### config.mk
export PLATFORM = sky130hd
export DESIGN_NAME = aolu_top
export DESIGN_NICKNAME = d
export VERILOG_FILES = /design/src/aolu_pkg.sv /design/src/aolu_gather_if.sv /design/src/aolu_top.sv /design/src/aolu_bit_gather.sv
export SDC_FILE = /design/constraint.sdc
export NUM_CORES = 1
export LEC_CHECK = 0
export ABC_AREA = 1
export BUFFER_PORTS_ARGS = -buffer_cell sky130_fd_sc_hd__buf_2
export CAP_MARGIN = 30
export CORE_MARGIN = 2
export CORE_UTILIZATION = 40
export CTS_CLUSTER_SIZE = 25
export DETAILED_ROUTE_END_ITERATION = 8
export PLACE_DENSITY = 0.69
export SYNTH_ARGS = -nofsm -noshare
export SYNTH_HDL_FRONTEND = slang
export SYNTH_SLANG_ARGS = --single-unit
### constraint.sdc
create_clock -name i_clk_sys -period 3.1 [get_ports i_clk_sys]
set_input_delay 0.155 -clock i_clk_sys [delete_from_list [all_inputs] [get_ports i_clk_sys]]
set_output_delay 0.155 -clock i_clk_sys [all_outputs]
set_load 0.01 [all_outputs]
### src/aolu_pkg.sv
/*
 * Shared constants and types for the accumulator logical-OR unit.
 * Assumes one CPU clock and a sequencer that issues one operation at a time.
 */
package aolu_pkg;

  // ----------------------------------------------------------------
  // Widths and ranges
  // ----------------------------------------------------------------
  localparam int          ACC_W     = 32;
  localparam int          WORD_W    = 16;
  localparam int          BADDR_W   = 12;
  localparam int          CNT_W     = 6;
  localparam int          IDX_W     = 5;
  localparam logic [5:0]  CNT_MIN   = 6'h01;
  localparam logic [5:0]  CNT_MAX   = 6'h20;
  localparam logic [31:0] ACC_RST   = 32'h00000000;
  localparam logic [15:0] UPPER_CLR = 16'h0000;

  // ----------------------------------------------------------------
  // Operation kinds and controller states
  // ----------------------------------------------------------------
  typedef enum logic [1:0] {
    AOLU_OP_WORD     = 2'h0,
    AOLU_OP_DOUBLE   = 2'h1,
    AOLU_OP_BITFIELD = 2'h2
  } aolu_op_e;

  typedef enum logic [1:0] {
    AOLU_ST_IDLE   = 2'b01,
    AOLU_ST_GATHER = 2'b10
  } aolu_state_e;

  // ----------------------------------------------------------------
  // State records
  // ----------------------------------------------------------------
  typedef struct packed {
    aolu_state_e  state;
    logic [31:0]  acc;
    logic         zero;
    logic         neg;
    logic         done;
  } aolu_main_s;

  typedef struct packed {
    logic               busy;
    logic               done;
    logic [BADDR_W-1:0] addr;
    logic [CNT_W-1:0]   cnt;
    logic [IDX_W-1:0]   idx;
    logic [ACC_W-1:0]   pattern;
  } aolu_gather_s;

endpackage : aolu_pkg

### src/aolu_gather_if.sv
/*
 * Carrier between the unit's controller and its discrete-bit gatherer.
 * Assumes both ends run on the same clock.
 */
`timescale 1ns/1ns
interface aolu_gather_if;
  logic                        start;
  logic [aolu_pkg::BADDR_W-1:0] start_addr;
  logic [aolu_pkg::CNT_W-1:0]   count;
  logic                        busy;
  logic                        done;
  logic [aolu_pkg::ACC_W-1:0]   pattern;

  modport ctrl     (output start, start_addr, count, input busy, done, pattern);
  modport gatherer (input start, start_addr, count, output busy, done, pattern);
endinterface : aolu_gather_if

### src/aolu_top.sv
/*
 * Accumulator datapath executing the word, double and bit-field OR forms.
 * Assumes the sequencer holds operands valid while i_op_valid is high and
 * the discrete memory answers o_bit_addr combinationally.
 */
`timescale 1ns/1ns
// Overview of operation
// - Word OR: low half with memory word.
// - Word OR updates only the zero flag.
// - Double OR: full accumulator with 32-bit operand.
// - Double OR sets zero and negative flags.
// - Bit-field OR gathers 1 to 32 bits.
// - Bit-field OR sets zero and negative flags.
module aolu_top (
  // Clock and reset
  input  wire logic                         i_clk_sys,
  input  wire logic                         i_resetn,
  // Operation request
  input  wire logic                         i_op_valid,
  input  wire logic [1:0]                   i_op_kind,
  input  wire logic                         i_rung,
  output logic                              o_op_ready,
  output logic                              o_op_done,
  // Operands
  input  wire logic [15:0]                  i_mem_word,
  input  wire logic [31:0]                  i_dbl_operand,
  input  wire logic [aolu_pkg::BADDR_W-1:0] i_bit_start,
  input  wire logic [aolu_pkg::CNT_W-1:0]   i_bit_count,
  // Accumulator load
  input  wire logic                         i_acc_load,
  input  wire logic [31:0]                  i_acc_value,
  // Discrete memory read port
  output logic [aolu_pkg::BADDR_W-1:0]      o_bit_addr,
  input  wire logic                         i_bit_data,
  // Results
  output logic [31:0]                       o_acc,
  output logic                              o_zero_result_flag,
  output logic                              o_negative_result_flag
);

  aolu_pkg::aolu_main_s r;
  aolu_pkg::aolu_main_s next_r;
  aolu_gather_if        gif ();
  logic                 accept;
  logic                 cnt_ok;
  logic                 do_gather;
  logic [31:0]          res;

  // ----------------------------------------------------------------
  // Bit gatherer
  // ----------------------------------------------------------------
  aolu_bit_gather u_gather (
    .i_clk_sys  (i_clk_sys),
    .i_resetn   (i_resetn),
    .gif        (gif),
    .o_bit_addr (o_bit_addr),
    .i_bit_data (i_bit_data)
  );

  assign o_op_ready = (r.state == aolu_pkg::AOLU_ST_IDLE);
  assign accept     = i_op_valid && o_op_ready;
  assign cnt_ok     = (i_bit_count >= aolu_pkg::CNT_MIN) && (i_bit_count <= aolu_pkg::CNT_MAX);
  assign do_gather  = i_rung && cnt_ok && (i_op_kind == aolu_pkg::AOLU_OP_BITFIELD);
  assign gif.start      = accept && do_gather;
  assign gif.start_addr = i_bit_start;
  assign gif.count      = i_bit_count;

  // ----------------------------------------------------------------
  // Operation control
  // ----------------------------------------------------------------
  always_comb begin
    next_r      = r;
    next_r.done = 1'b0;
    res         = '0;
    unique case (r.state)
      aolu_pkg::AOLU_ST_IDLE: begin
        if (accept) begin
          next_r.done = !do_gather;
          if (do_gather) begin
            next_r.state = aolu_pkg::AOLU_ST_GATHER;
          end else if (i_rung && (i_op_kind == aolu_pkg::AOLU_OP_WORD)) begin
            res         = {aolu_pkg::UPPER_CLR, r.acc[15:0] | i_mem_word};
            next_r.acc  = res;
            next_r.zero = (res == '0);
          end else if (i_rung && (i_op_kind == aolu_pkg::AOLU_OP_DOUBLE)) begin
            res         = r.acc | i_dbl_operand;
            next_r.acc  = res;
            next_r.zero = (res == '0);
            next_r.neg  = res[31];
          end
        end else if (i_acc_load) begin
          next_r.acc = i_acc_value;
        end
      end
      aolu_pkg::AOLU_ST_GATHER: begin
        if (gif.done) begin
          res          = r.acc | gif.pattern;
          next_r.acc   = res;
          next_r.zero  = (res == '0);
          next_r.neg   = res[31];
          next_r.done  = 1'b1;
          next_r.state = aolu_pkg::AOLU_ST_IDLE;
        end
      end
      default: begin
        next_r.state = aolu_pkg::AOLU_ST_IDLE;
      end
    endcase
  end

  always_ff @(posedge i_clk_sys) begin
    if (!i_resetn) begin
      r <= '{state: aolu_pkg::AOLU_ST_IDLE, acc: aolu_pkg::ACC_RST, default: '0};
    end else begin
      r <= next_r;
    end
  end

  assign o_acc                  = r.acc;
  assign o_zero_result_flag     = r.zero;
  assign o_negative_result_flag = r.neg;
  assign o_op_done              = r.done;

  // ----------------------------------------------------------------
  // Checks
  // ----------------------------------------------------------------
  logic take_word;
  logic take_dbl;
  logic take_bf;
  assign take_word = accept && i_rung && (i_op_kind == aolu_pkg::AOLU_OP_WORD);
  assign take_dbl  = accept && i_rung && (i_op_kind == aolu_pkg::AOLU_OP_DOUBLE);
  assign take_bf   = accept && do_gather;

  property p_word_result;
    @(posedge i_clk_sys) disable iff (!i_resetn)
      take_word |=> (o_acc == {16'h0000, $past(r.acc[15:0]) | $past(i_mem_word)});
  endproperty
  a_word_result: assert property (p_word_result) else $error("word OR result wrong");

  property p_word_flags;
    @(posedge i_clk_sys) disable iff (!i_resetn)
      take_word |=> (o_zero_result_flag == (o_acc == 32'h00000000))
                    && $stable(o_negative_result_flag) && o_op_done;
  endproperty
  a_word_flags: assert property (p_word_flags) else $error("word OR flags wrong");

  property p_dbl_result;
    @(posedge i_clk_sys) disable iff (!i_resetn)
      take_dbl |=> (o_acc == ($past(r.acc) | $past(i_dbl_operand)));
  endproperty
  a_dbl_result: assert property (p_dbl_result) else $error("double OR result wrong");

  property p_dbl_flags;
    @(posedge i_clk_sys) disable iff (!i_resetn)
      take_dbl |=> (o_zero_result_flag == (o_acc == 32'h00000000))
                   && (o_negative_result_flag == o_acc[31]);
  endproperty
  a_dbl_flags: assert property (p_dbl_flags) else $error("double OR flags wrong");

  property p_bf_result;
    @(posedge i_clk_sys) disable iff (!i_resetn)
      (r.state == aolu_pkg::AOLU_ST_GATHER) && gif.done
        |=> (o_acc == ($past(r.acc) | $past(gif.pattern))) && o_op_done;
  endproperty
  a_bf_result: assert property (p_bf_result) else $error("bit-field OR result wrong");

  property p_bf_flags;
    @(posedge i_clk_sys) disable iff (!i_resetn)
      take_bf |-> ##[2:34] (o_op_done && (o_zero_result_flag == (o_acc == 32'h00000000))
                            && (o_negative_result_flag == o_acc[31]));
  endproperty
  a_bf_flags: assert property (p_bf_flags) else $error("bit-field OR flags late or wrong");

  property p_rung_off;
    @(posedge i_clk_sys) disable iff (!i_resetn)
      accept && !i_rung |=> $stable(o_acc) && $stable(o_zero_result_flag)
                            && $stable(o_negative_result_flag) && o_op_done;
  endproperty
  a_rung_off: assert property (p_rung_off) else $error("false rung changed state");

  property p_busy_refuse;
    @(posedge i_clk_sys) disable iff (!i_resetn)
      take_bf |=> !o_op_ready [*2];
  endproperty
  a_busy_refuse: assert property (p_busy_refuse) else $error("ready during gather");

  property p_gather_start;
    @(posedge i_clk_sys) disable iff (!i_resetn)
      take_bf |=> gif.busy && (o_bit_addr == $past(i_bit_start));
  endproperty
  a_gather_start: assert property (p_gather_start) else $error("gather start wrong");

  property p_bad_count;
    @(posedge i_clk_sys) disable iff (!i_resetn)
      accept && i_rung && (i_op_kind == aolu_pkg::AOLU_OP_BITFIELD) && !cnt_ok
        |=> $stable(o_acc) && $stable(o_zero_result_flag) && o_op_done;
  endproperty
  a_bad_count: assert property (p_bad_count) else $error("bad bit count changed state");

  property p_bf_back_ready;
    @(posedge i_clk_sys) disable iff (!i_resetn)
      (r.state == aolu_pkg::AOLU_ST_GATHER) && gif.done |=> o_op_ready;
  endproperty
  a_bf_back_ready: assert property (p_bf_back_ready) else $error("not ready after gather");

  c_word:  cover property (@(posedge i_clk_sys) disable iff (!i_resetn) take_word);
  c_dbl:   cover property (@(posedge i_clk_sys) disable iff (!i_resetn) take_dbl ##1 o_negative_result_flag);
  c_bf32:  cover property (@(posedge i_clk_sys) disable iff (!i_resetn)
                           take_bf && (i_bit_count == 6'h20));
  c_badcnt: cover property (@(posedge i_clk_sys) disable iff (!i_resetn)
                            accept && i_rung && (i_op_kind == 2'h2) && !cnt_ok);

endmodule : aolu_top

### src/aolu_bit_gather.sv
/*
 * Reads a run of consecutive discrete bits, one per clock, into a pattern.
 * Assumes the discrete memory answers a read address in the same cycle.
 */
`timescale 1ns/1ns
module aolu_bit_gather (
  // Clock and reset
  input  wire logic                         i_clk_sys,
  input  wire logic                         i_resetn,
  // Controller side
  aolu_gather_if.gatherer                   gif,
  // Discrete memory read port
  output logic [aolu_pkg::BADDR_W-1:0]      o_bit_addr,
  input  wire logic                         i_bit_data
);

  aolu_pkg::aolu_gather_s r;
  aolu_pkg::aolu_gather_s next_r;

  // ----------------------------------------------------------------
  // Gather sequence
  // ----------------------------------------------------------------
  always_comb begin
    next_r      = r;
    next_r.done = 1'b0;
    if (!r.busy) begin
      if (gif.start) begin
        next_r.busy    = 1'b1;
        next_r.addr    = gif.start_addr;
        next_r.cnt     = gif.count;
        next_r.idx     = '0;
        next_r.pattern = '0;
      end
    end else begin
      next_r.pattern[r.idx] = i_bit_data;
      next_r.addr           = r.addr + 12'h001;
      next_r.idx            = r.idx + 5'h01;
      if ({1'b0, r.idx} == (r.cnt - aolu_pkg::CNT_MIN)) begin
        next_r.busy = 1'b0;
        next_r.done = 1'b1;
      end
    end
  end

  always_ff @(posedge i_clk_sys) begin
    if (!i_resetn) begin
      r <= '0;
    end else begin
      r <= next_r;
    end
  end

  assign o_bit_addr  = r.addr;
  assign gif.busy    = r.busy;
  assign gif.done    = r.done;
  assign gif.pattern = r.pattern;

endmodule : aolu_bit_gather

# Yosys cells after proc, flatten, opt, wreduce, memory -nomap -nowiden

Index checks and enable logic that the tools add are counted.

Register bits after elaboration: 94
Output and inout port bits: 48
Word-level logic and storage cells: 79

$add $sub $neg: 3
Order comparisons: 4
Equality and inequality tests: 15
Multiplexer cells: 21
Bitwise logic cells: 4
Reduce and logical (&&, ||, !) cells: 21

Operators with widths:

| cell                  | count |
|---|---|
| $mux 37               | 2 |
| $pmux 35 s2           | 1 |
| $mux 34               | 2 |
| $logic_not 32->1      | 2 |
| $mux 32               | 2 |
| $or 32x32->32         | 2 |
| $mux 55               | 1 |
| $mux 33               | 1 |
| $bwmux 32             | 1 |
| $logic_not 16->1      | 1 |
| $or 16x16->16         | 1 |
| $add 12x1->12 const B | 1 |
| $mux 12               | 1 |
| $reduce_and 5->1      | 2 |
| $logic_and 1x1->1     | 8 |
| $ne 2x1->1 const B    | 4 |
| $eq 5x6->1            | 1 |
| $ge 6x1->1 const B    | 1 |
| $le 6x6->1 const B    | 1 |
| $lt 5x6->1 const B    | 1 |
| $mux 2                | 3 |
| $ne 3x1->1 const B    | 2 |
| $reduce_and 6->1      | 1 |
| $sub 6x1->6 const B   | 1 |
| other kinds (17)      | 25 |

# Longest topological paths before layout

Gate-level depths: netlist of run 1.

Word-level depth: 7
Mapped depth: 13
Depth with buffers taken out: 13

# Modules after synthesis

Synthesis of run 1 repeated with hierarchy kept, for this count alone.

Cells, all modules: 956
Area, all modules: 6145.9 µm²

By module, submodules not included:

| module          | times used | cells an instance | area an instance (µm²) | sequential area each (µm²) |
|---|---|---|---|---|
| aolu_bit_gather | 1          | 433               | 3154.3                 | 1141.1 |
| aolu_top        | 1          | 523               | 2991.6                 | 740.7 |

# Worst setup path before layout of run 1

Ideal clock, no wire load.

Path kind: flip-flop to flip-flop
Start point: reg r[36] (netlist name)
End point: reg u_gather.r (netlist bit u_gather.o_bit_addr[4])
Setup time: 0.110 ns
Arrival: 1.559 ns
Slack: 1.431 ns
Stages on the path, launching flop included: 13
Path buffers: 1
Period minus slack after synthesis: 1.669 ns
Cells stage by stage: dfxtp_1 > inv_1 > ha_1 > nand2_4 > clkinv_4 > nand4_4 > inv_2 > nand2_2 > buf_6 > nand3_1 > nand3_1 > nand2_1 > inv_1

Word-level cells in the longest chain between the ends: 4

RTL lines:

| what                        | line                  | source |
|---|---|---|
| from (decl)                 | aolu_top.sv:41        | `aolu_pkg::aolu_main_s r;` |
| from (signal assigned)      | aolu_top.sv:115       | `r <= next_r;` |
| $eq 2x1->1                  | aolu_top.sv:60        | `assign o_op_ready = (r.state == aolu_pkg::AOLU_ST_IDLE);` |
| via o_op_ready              | aolu_top.sv:22        | `output logic o_op_ready,` |
| $logic_and 1x1->1           | aolu_top.sv:61        | `assign accept = i_op_valid && o_op_ready;` |
| $logic_and 1x1->1           | -                     |  |
| $reduce_bool 2->1 (no line) | -                     |  |
| to (signal assigned)        | aolu_bit_gather.sv:49 | `r <= next_r;` |
| to (decl)                   | aolu_bit_gather.sv:17 | `aolu_pkg::aolu_gather_s r;` |

The timed path passes the listed nets, and every way through them passes these cells.
A chain may end at the register's enable or synchronous reset.

# Final worst setup path of run 1

Start point: reg r[36] (netlist name)
End point: reg u_gather.r (netlist bit u_gather.gif.pattern[20])

Word-level cells in the longest chain between the ends: 4

RTL lines:

| what                        | line |
|---|---|
| $eq 2x1->1                  | aolu_top.sv:60 |
| $logic_and 1x1->1           | aolu_top.sv:61 |
| $logic_and 1x1->1           | - |
| $reduce_bool 2->1 (no line) | - |

No other way between the ends.

==> results of run 1 <==
==> cells by family after synthesis <==
family | synth area share
AO/OA/AOI/OAI | 0.1698
XOR/XNOR | 0.01480
adder cells (fa/ha/maj) | 0.01691
buffers and inverters | 0.1245
flip-flops | 0.3180
AND/OR/NAND/NOR | 0.3560
==> metrics by stage <==
stage	instances	total power [W]	hold slack [ns]
floorplan	942	0.001956	0.2899
global placement	1203	0.002157	0.3930
detailed placement	1203	0.002164	0.3987
CTS	1217	0.003175	0.03561
global route	1217	0.003325	0.05869
finish	1217	0.003168	0.03965
==> report_power, final <==
part / switching (W) / internal, W
combinational: 0.000483 / 0.000292
clock: 0.000456 / 0.000558
sequential: 0.0000949 / 0.00128
total: 0.00103 / 0.00213
==> final timing paths <==
check | endpoint | startpoint | cells past startpoint | slack, ns
setup reg to reg | u_gather.gif.pattern[20] | r[36] | 10 | 0.82
hold / removal | u_gather.o_bit_addr[0] | i_bit_start[0] | 3 | 0.04
setup / recovery | u_gather.gif.pattern[20] | r[36] | 10 | 0.82
hold reg to reg | u_gather.gif.pattern[16] | u_gather.gif.pattern[16] | 2 | 0.45
==> synthesized netlist by cell type (all sizes together) <==
library cell,number,area (um^2)
a21boi,1,7.510
or2,9,56.30
nor4,2,12.51
clkbuf,17,63.81
and2,1,6.260
o21ai,59,299.0
xor2,6,52.55
nand3,57,285.3
nand4,11,83.83
nand2,251,959.7
inv,50,190.2
a31oi,2,12.51
o211ai,18,135.1
nor3,12,70.07
and3,1,6.260
a21oi,98,490.5
clkinv,2,12.51
nor2,161,619.3
xnor2,4,35.03
o31ai,7,52.55
ha,8,100.1
buf,69,470.5
dfxtp,94,1882
a211oi,1,7.510
nand3b,1,7.510
==> registers in the layout, indices dropped and copies added (netlist names) <==
register / cells
o_negative_result_flag: 1
o_zero_result_flag: 1
o_acc: 32
u_gather.gif.pattern: 32
r: 2
u_gather.gif.done: 1
u_gather.gif.busy: 1
u_gather.r: 11
o_op_done: 1
u_gather.o_bit_addr: 12
==> worst max-delay path, delay by kind of cell, from the launching register on <==
family                   cells  cell delay, ns
AND/OR/NAND/NOR              4            0.87
AO/OA/AOI/OAI                1            0.13
buffers and inverters        4            0.57
adder cells (fa/ha/maj)      1            0.28
flip-flops                   1            0.35
==> per-layer routing <==
layer | GRT usage | up-vias | wire length (um) | share of wire
met5 | 0 | - | 0 | 0
met4 | 0.1144 | 0 | 773 | 0.041
met3 | 0.05013 | 57 | 1669 | 0.089
met2 | 0.3650 | 321 | 8358 | 0.44
met1 | 0.3024 | 2839 | 8049 | 0.43
li1 | - | 3211 | - | -
==> area by class of cell <==
class / count / area [um^2] / area share
Clock inverter: 1 / 7.507 / 0.001115
Inverter: 52 / 202.7 / 0.03011
Clock buffer: 13 / 250.2 / 0.03717
Multi-Input combinational cell: 710 / 3306 / 0.4911
Tap cell: 184 / 230.2 / 0.03420
Sequential cell: 94 / 1882 / 0.2796
Timing Repair Buffer: 163 / 853.3 / 0.1268
==> run_results.csv, run 1 <==
group,metric,value,unit
worst_setup_path,cp-end-kind,"flip-flop",
timing,fin_tns_setup,0,ns
floorplan,die_h,125.6,um
timing,timing.final.crit_period,2.284,ns
cells_and_area,layout_commonest_cell,"nand2_1",
cells_and_area,final_cell_area,6731,um^2
cells_and_area,syn2layout_area_growth,13.74,%
cts,clockBufferDepth,2,
worst_setup_path,crit_chain,"inv_1 > ha_1 > nand2_4 > clkinv_4 > nand4_4 > inv_2 > nand2_2 > buf_12 > nand2_1 > a21oi_1",
logic_synthesis,yosysUniqueCellTypes,38,
cts,clk_root_buffer_cell,"clkbuf_16",
logic_synthesis,synthCells,942,
grt,grt_max_degree,38,
timing,rsz0062_at_grt,"no",
cts,clk_pin_slew_worst_paths,0.07,ns
place,placed_cell_area,6474,um^2
timing,clock_skew,0.01193,ns
place,place_congestion,0.8841,
cts,insertion_delay,0.35,ns
worst_setup_path,cp_slowest_stage_delay,0.35,ns
worst_setup_path,startpoint_type,"flip-flop",
timing,fmax,437.9,MHz
drt,dr.pass1.iters,6,
cells_and_area,fill_cells,1550,
grt,grt_pass1_vias,5860,
floorplan,rows,44,
worst_setup_path,crit_type,"flip-flop to flip-flop",
grt,overflow,0,
logic_synthesis,syn_nets,1056,
pwr,vdd_drop_max,315.1,uV
cells_and_area,n_antenna_cell,0,
timing,relSlewSlack,0.6302,
drt,drc,0,
cts,clock-sinks,94,
floorplan,initial_core_util,0.4087,
outcome,status,"finished clean",
timing,worstMarginPinSlew,0.5534,ns
logic_synthesis,synth-seq-area-share,0.3180,
logic_synthesis,yosysWarnings,0,
cts,holdBufCountCts,0,
logic_synthesis,synth.ff_latch_count,94,
logic_synthesis,syn_avg_cell_area,6.283,um^2
cells_and_area,drive_gt1_frac,0.1926,
drt,drtIter0Drc,671,
place,dp_hpwl,13830,um
timing,hold_viol,0,
place,portBuffers,153,
floorplan,die-area,15780,um^2
floorplan,num_io_pins,154,
cells_and_area,final_cell_mix,"nand2_1 (248), nor2_1 (159), buf_2 (153)",
drt,ant_nets,0,
cells_and_area,num-nets-final,1144,
cts,postCtsSetupRepairBufs,0,
cts,cts_made_buffers,9,
worst_setup_path,crit_arrival,2.57,ns
run,cap_violations,0,
cells_and_area,final_util,0.4649,
grt,grt_usage,0.2321,
timing,drv_slew,0,
grt,antenna_found_initial,0,
place,place_ws,0.8468,ns
min_path,hold_class,"input pin to flip-flop",
worst_setup_path,cp.required,3.39,ns
drt,num_vias,6428,
worst_setup_path,cp_max_fo,30,
drt,via_per_inst,5.282,
pwr,leakage,2.973,nW
drt,wire_per_inst,15.49,um
floorplan,core_area,14480,um^2
pwr,power.density,470.6,nW/um^2
drt,wl,18850,um
timing,period_share,0.7366,
cts,cts_resized,0,
cts,htree_levels,3,
logic_synthesis,syn_area,5918,um^2
timing,setup_slack,0.8165,ns
grt,grt_first_pass_wirelength,29730,um
floorplan,die_w,125.6,um
timing,setup_violations,0,
worst_setup_path,cp_slowest_cell,"dfxtp_1",
cts,cts_tree,"yes",
No activity file was read; power rests on OpenSTA's default activity.
==> run 2: changes to the inputs <==
ABC_AREA = 0   (was 1)
PLACE_DENSITY = 0.72   (was 0.69)
clock period = 2.1 ns   (was 3.1 ns; I/O delays follow)
==> run_results.csv, run 2 <==
group,metric,value,unit
floorplan,rows,43,
cells_and_area,n_antenna_cell,0,
place,portBuffers,153,
timing,setup_slack,0.1463,ns
cells_and_area,final_cell_mix,"buf_2 (153), nor2_1 (106), nand2_1 (97)",
min_path,hold_class,"input pin to flip-flop",
timing,fmax,511.8,MHz
timing,rsz0062_at_grt,"no",
logic_synthesis,yosysWarnings,0,
worst_setup_path,cp_max_fo,31,
floorplan,initial_core_util,0.4119,
worst_setup_path,crit_chain,"inv_1 > ha_1 > buf_4 > a31oi_1 > nand2_1 > buf_4 > or3_1 > o21ai_0",
worst_setup_path,crit_top_cell,"buf_4",
logic_synthesis,yosysUniqueCellTypes,57,
cells_and_area,multi_input_area,3252,um^2
logic_synthesis,synthCells,808,
logic_synthesis,synthTopCellsByArea,"dfxtp_1 (33%), a21oi_1 (8.2%), nor2_1 (7.0%), nand3_1 (6.4%), nand2_1 (6.3%)",
grt,antenna_found_initial,0,
cells_and_area,seq_area,1882,um^2
pwr,leakage,2.624,nW
cts,clock-sinks,94,
drt,drtIter0Drc,669,
timing,period_share,0.9303,
cts,clk_root_buffer_cell,"clkbuf_16",
worst_setup_path,crit_arrival,2.22,ns
timing,setup_violations,0,
logic_synthesis,async_flop_share,0,
logic_synthesis,synth_edf_count,0,
grt,overflow,0,
timing,clock_skew,0.007315,ns
logic_synthesis,synth.ff_latch_count,94,
cts,htree_levels,3,
outcome,status,"finished clean",
worst_setup_path,cp-end-kind,"flip-flop",
cells_and_area,fill_cells,1406,
place,dp_hpwl,13300,um
place,place_ws,0.1692,ns
drt,dr.pass1.iters,5,
logic_synthesis,syn_avg_cell_area,7.103,um^2
pwr,swShare,0.3032,
worst_setup_path,critPathTopFamily,"buffers and inverters",
pwr,power_frac_comb,0.204,
cells_and_area,num-nets-final,1013,
worst_setup_path,crit_type,"flip-flop to flip-flop",
floorplan,die-area,15320,um^2
drt,wl,18390,um
timing,fin_tns_setup,0,ns
worst_setup_path,cp.required,2.37,ns
cts,cts_resized,0,
floorplan,core_area,13930,um^2
cells_and_area,final_cell_area,6681,um^2
logic_synthesis,ys.flop_type,"dfxtp_1",
pwr,total_power,0.004407,W
pwr,vdd_drop_max,386.6,uV
worst_setup_path,startpoint_type,"flip-flop",
logic_synthesis,syn_area,5739,um^2
cts,cts_tree,"yes",
timing,worstMarginPinSlew,0.8064,ns
logic_synthesis,syn_nets,922,
timing,timing.final.crit_period,1.954,ns
logic_synthesis,synth_top_area_share,0.3279,
timing,relSlewSlack,0.4621,
drt,wire_per_inst,16.98,um
cells_and_area,layout_commonest_cell,"buf_2",
worst_setup_path,cp_slowest_cell,"or3_1",
logic_synthesis,ys_top_cells_by_count,"nor2_1 (107), nand2_1 (97), a21oi_1 (94), dfxtp_1 (94), nand3_1 (73)",
cts,postCtsSetupRepairBufs,0,
logic_synthesis,synth.largest_area_cell,"dfxtp_1",
grt,grt_max_degree,40,
run,cap_violations,0,
floorplan,die_w,123.8,um
grt,grt_usage,0.2339,
drt,ant_nets,0,
grt,grt_first_pass_wirelength,28050,um
drt,via_per_inst,5.818,
pwr,power.density,659.6,nW/um^2
logic_synthesis,synth_most_common_cell,"nor2_1",
worst_setup_path,cp_slowest_stage_delay,0.36,ns
grt,grt_pass1_vias,5449,
timing,drv_slew,0,
worst_setup_path,path_buf_inv,3,
floorplan,die_h,123.8,um
drt,num_vias,6301,
cts,clk_pin_slew_worst_paths,0.07,ns
timing,hold_viol,0,
place,place_congestion,0.8810,
pwr,internal-power,0.003071,W
cts,insertion_delay,0.35,ns
logic_synthesis,synth-seq-area-share,0.3279,
place,placed_cell_area,6404,um^2
cts,cts_made_buffers,9,
cts,clockBufferDepth,2,
pwr,p_seq_frac,0.445,
floorplan,num_io_pins,154,
cells_and_area,drive_gt1_frac,0.2292,
pwr,clockPowerShare,0.351,
cells_and_area,syn2layout_area_growth,16.42,%
drt,drc,0,
pwr,switching_power,0.001336,W
run 2: cell count changes after synthesis, moves of 23 or more:
cell	before	now
inv_1	44	13
nand2_1	248	97
nor4_1	2	29
nor2_1	159	107
o21ai_0	53	30
clkbuf_1	17	42
run 2: cell families (layout without fill, tap and decap cells):
group,after synthesis,count (layout),share of synthesized area
AO/OA/AOI/OAI,202,202,0.2126
XOR/XNOR,9,9,0.01374
adder cells (fa/ha/maj),8,8,0.01744
buffers and inverters,111,206,0.1059
flip-flops,94,94,0.3279
multiplexers,3,3,0.005450
AND/OR/NAND/NOR,381,381,0.3170
run 2: through the flow:
stage	hold WS [ns]	utilization	cells
2_1_floorplan	0.2410	-	808
3_3_place_gp	0.3576	0.4595	1067
3_5_place_dp	0.3597	0.4595	1067
4_1_cts	0.002457	0.4795	1083
5_1_grt	0.01024	0.4795	1083
6_report	0.01064	0.4795	1083
run 2: area by class of cell:
type	count	share of cell area
Sequential cell	94	0.2816
Multi-Input combinational cell	603	0.4867
Timing Repair Buffer	178	0.1506
Clock inverter	3	0.003184
Inverter	13	0.007303
Clock buffer	12	0.03689
Tap cell	180	0.03371
run 2: layer usage:
| layer | part of all wire | up-vias | global-route usage |
|---|---|---|---|
| met5 | 0 | - | 0 |
| met4 | 0.021 | 0 | 0.08026 |
| met3 | 0.094 | 42 | 0.04579 |
| met1 | 0.43 | 2917 | 0.3255 |
| li1 | - | 3016 | - |
| met2 | 0.45 | 326 | 0.3613 |
run 2: repair_timing:
action                     4_1_cts  5_1_grt
hold buffers                     1        0
setup endpoints to repair        0        0
hold endpoints to repair         1        0
run 2: final timing paths:
check | from | depth (start not counted) | end | slack, ns
max | r[36] | 8 | o_acc[23] | 0.15
min | i_bit_count[2] | 3 | u_gather.r[39] | 0.01
max reg2reg | r[36] | 8 | o_acc[23] | 0.15
min reg2reg | u_gather.r[42] | 2 | u_gather.r[42] | 0.47
run 2: worst register-to-register path, stage by stage (launching register included):
cell	delay [ns]
dfxtp_1	0.35
inv_1	0.05
ha_1	0.22
buf_4	0.19
a31oi_1	0.19
nand2_1	0.08
buf_4	0.24
or3_1	0.37
o21ai_0	0.19
run 2: power by group through the flow:
stage	registers, W	logic (W)	clock network (W)
finish	0.00196	0.000898	0.00155
detailed placement	0.00200	0.000877	0
global placement	0.00200	0.000872	0
global route	0.00197	0.000986	0.00164
floorplan	0.00197	0.000619	0
CTS	0.00196	0.000882	0.00156
==> run 3: changes to the inputs <==
--- a/config.mk
+++ b/config.mk
@@ -15,2 +15,4 @@
 export PLACE_DENSITY = 0.72
+export SETUP_SLACK_MARGIN = 0.2
+export SLEW_MARGIN = 0
 export SYNTH_ARGS = -nofsm -noshare
--- a/constraint.sdc
+++ b/constraint.sdc
@@ -3,2 +3,2 @@
 set_output_delay 0.105 -clock i_clk_sys [all_outputs]
-set_load 0.01 [all_outputs]
+set_load 0.05 [all_outputs]
==> run_results.csv, run 3 (synthesized netlist as in run 2, its figures left out) <==
group,metric,value,unit
place,dp_hpwl,13200,um
timing,drv_slew,0,
cells_and_area,n_antenna_cell,0,
grt,antenna_found_initial,0,
drt,dr.pass1.iters,5,
pwr,p_seq_frac,0.411,
worst_setup_path,crit_arrival,2.10,ns
drt,drc,0,
worst_setup_path,cp.required,2.34,ns
timing,fin_tns_setup,0,ns
timing,period_share,0.8889,
drt,drtIter0Drc,717,
cts,htree_levels,3,
worst_setup_path,startpoint_type,"flip-flop",
cells_and_area,final_cell_mix,"buf_2 (153), nor2_1 (105), nand2_1 (97)",
drt,num_vias,6254,
timing,rsz0062_at_grt,"yes",
cells_and_area,layout_commonest_cell,"buf_2",
worst_setup_path,crit_type,"flip-flop to flip-flop",
floorplan,core_area,13930,um^2
place,portBuffers,153,
cells_and_area,instances_no_fill,1091,
timing,timing.final.crit_period,1.867,ns
cells_and_area,num-nets-final,1021,
cts,cts_tree,"yes",
cells_and_area,drive_gt1_frac,0.2481,
timing,fmax,535.7,MHz
cts,cts_made_buffers,9,
floorplan,die_h,123.8,um
grt,grt_usage,0.2331,
floorplan,num_io_pins,154,
drt,wire_per_inst,16.81,um
drt,via_per_inst,5.732,
min_path,hold_class,"input pin to flip-flop",
run,cap_violations,0,
worst_setup_path,cp-end-kind,"flip-flop",
pwr,power_frac_comb,0.243,
outcome,status,"finished clean",
timing,clock_skew,0.01185,ns
pwr,internal-power,0.003205,W
drt,wl,18340,um
cells_and_area,final_util,0.4928,
worst_setup_path,cp_max_fo,7,
pwr,swShare,0.3283,
floorplan,die_w,123.8,um
grt,overflow,0,
cells_and_area,fill_cells,1353,
cts,clock-sinks,94,
floorplan,die-area,15320,um^2
cells_and_area,multi_input_area,3314,um^2
pwr,vdd_drop_max,440.1,uV
pwr,power.density,695.0,nW/um^2
pwr,leakage,2.703,nW
timing,hold_viol,0,
floorplan,initial_core_util,0.4119,
place,place_inst,1067,
pwr,clockPowerShare,0.345,
drt,ant_nets,0,
floorplan,rows,43,
cts,insertion_delay,0.35,ns
grt,grt_first_pass_wirelength,27890,um
cells_and_area,seq_area,1886,um^2
grt,grt_pass1_vias,5531,
cells_and_area,syn2layout_area_growth,19.64,%
timing,relSlewSlack,0.6109,
cts,clk_root_buffer_cell,"clkbuf_16",
cts,clk_pin_slew_worst_paths,0.06,ns
pwr,switching_power,0.001567,W
timing,worstMarginPinSlew,0.5836,ns
cts,clockBufferDepth,2,
place,place_congestion,0.9067,
grt,grt_max_degree,49,
timing,setup_violations,0,
-- run 3: metal layers --
layer	vias up	share of wire	global-route usage	wire [um]
met5	-	0	0	0
met4	0	0.020	0.08594	361
li1	3033	-	-	-
met3	32	0.089	0.04899	1637
met1	2913	0.44	0.3159	8077
met2	276	0.45	0.3647	8268
-- run 3: area by class of cell --
class                      instances  area share
multi-input combinational        603      0.4827
sequential                        94      0.2746
timing repair buffer             186      0.1605
clock buffer                      11     0.03535
tap                              180     0.03280
inverter                          13    0.007106
clock inverter                     4    0.006924
-- run 3: final timing paths --
| kind | start | end | slack [ns] | cells after the start |
|---|---|---|---|---|
| worst max register to register | r[36] | u_gather.o_bit_addr[2] | 0.23 | 9 |
| worst max-delay path | r[36] | u_gather.o_bit_addr[2] | 0.23 | 9 |
| worst min-delay path | i_bit_count[0] | u_gather.r[37] | 0.01 | 3 |
| worst min register to register | o_zero_result_flag | o_zero_result_flag | 0.48 | 2 |
-- run 3: power groups by stage --
stage	Clock, W	Sequential, W	Combinational [W]
floorplan	0	0.00198	0.000863
global placement	0	0.00200	0.00111
detailed placement	0	0.00200	0.00112
CTS	0.00166	0.00196	0.00113
global route	0.00173	0.00197	0.00125
finish	0.00165	0.00196	0.00116
-- run 3: repair_timing --
action	in CTS	in global routing
gates resized for setup	2	16
hold buffers	2	0
pin swaps	0	7
gates cloned	0	1
buffers inserted	0	6
setup endpoints to repair	24	74
hold endpoints to repair	2	0
-- run 3: worst max-delay path, cell delays in order, from the launching register on --
cell and delay (ns):
dfxtp_1 0.32, inv_1 0.08, ha_4 0.16, nand4_1 0.19
buf_4 0.21, nor4_2 0.22, or2_2 0.22, nor2_1 0.09
o21ai_0 0.18, a21oi_1 0.09
-- run 3: stage by stage --
step | total power (W) | cell area [um^2] | worst slack [ns] | hold slack [ns]
CTS | 0.004750 | 6725 | 0.1906 | 0.0007385
global placement | 0.003112 | 6404 | 0.2039 | 0.3593
global route | 0.004956 | 6867 | 0.1398 | 0.01462
floorplan | 0.002841 | 5752 | 0.2073 | 0.2410
detailed placement | 0.003118 | 6404 | 0.1744 | 0.3703
finish | 0.004772 | 6867 | 0.2332 | 0.01437
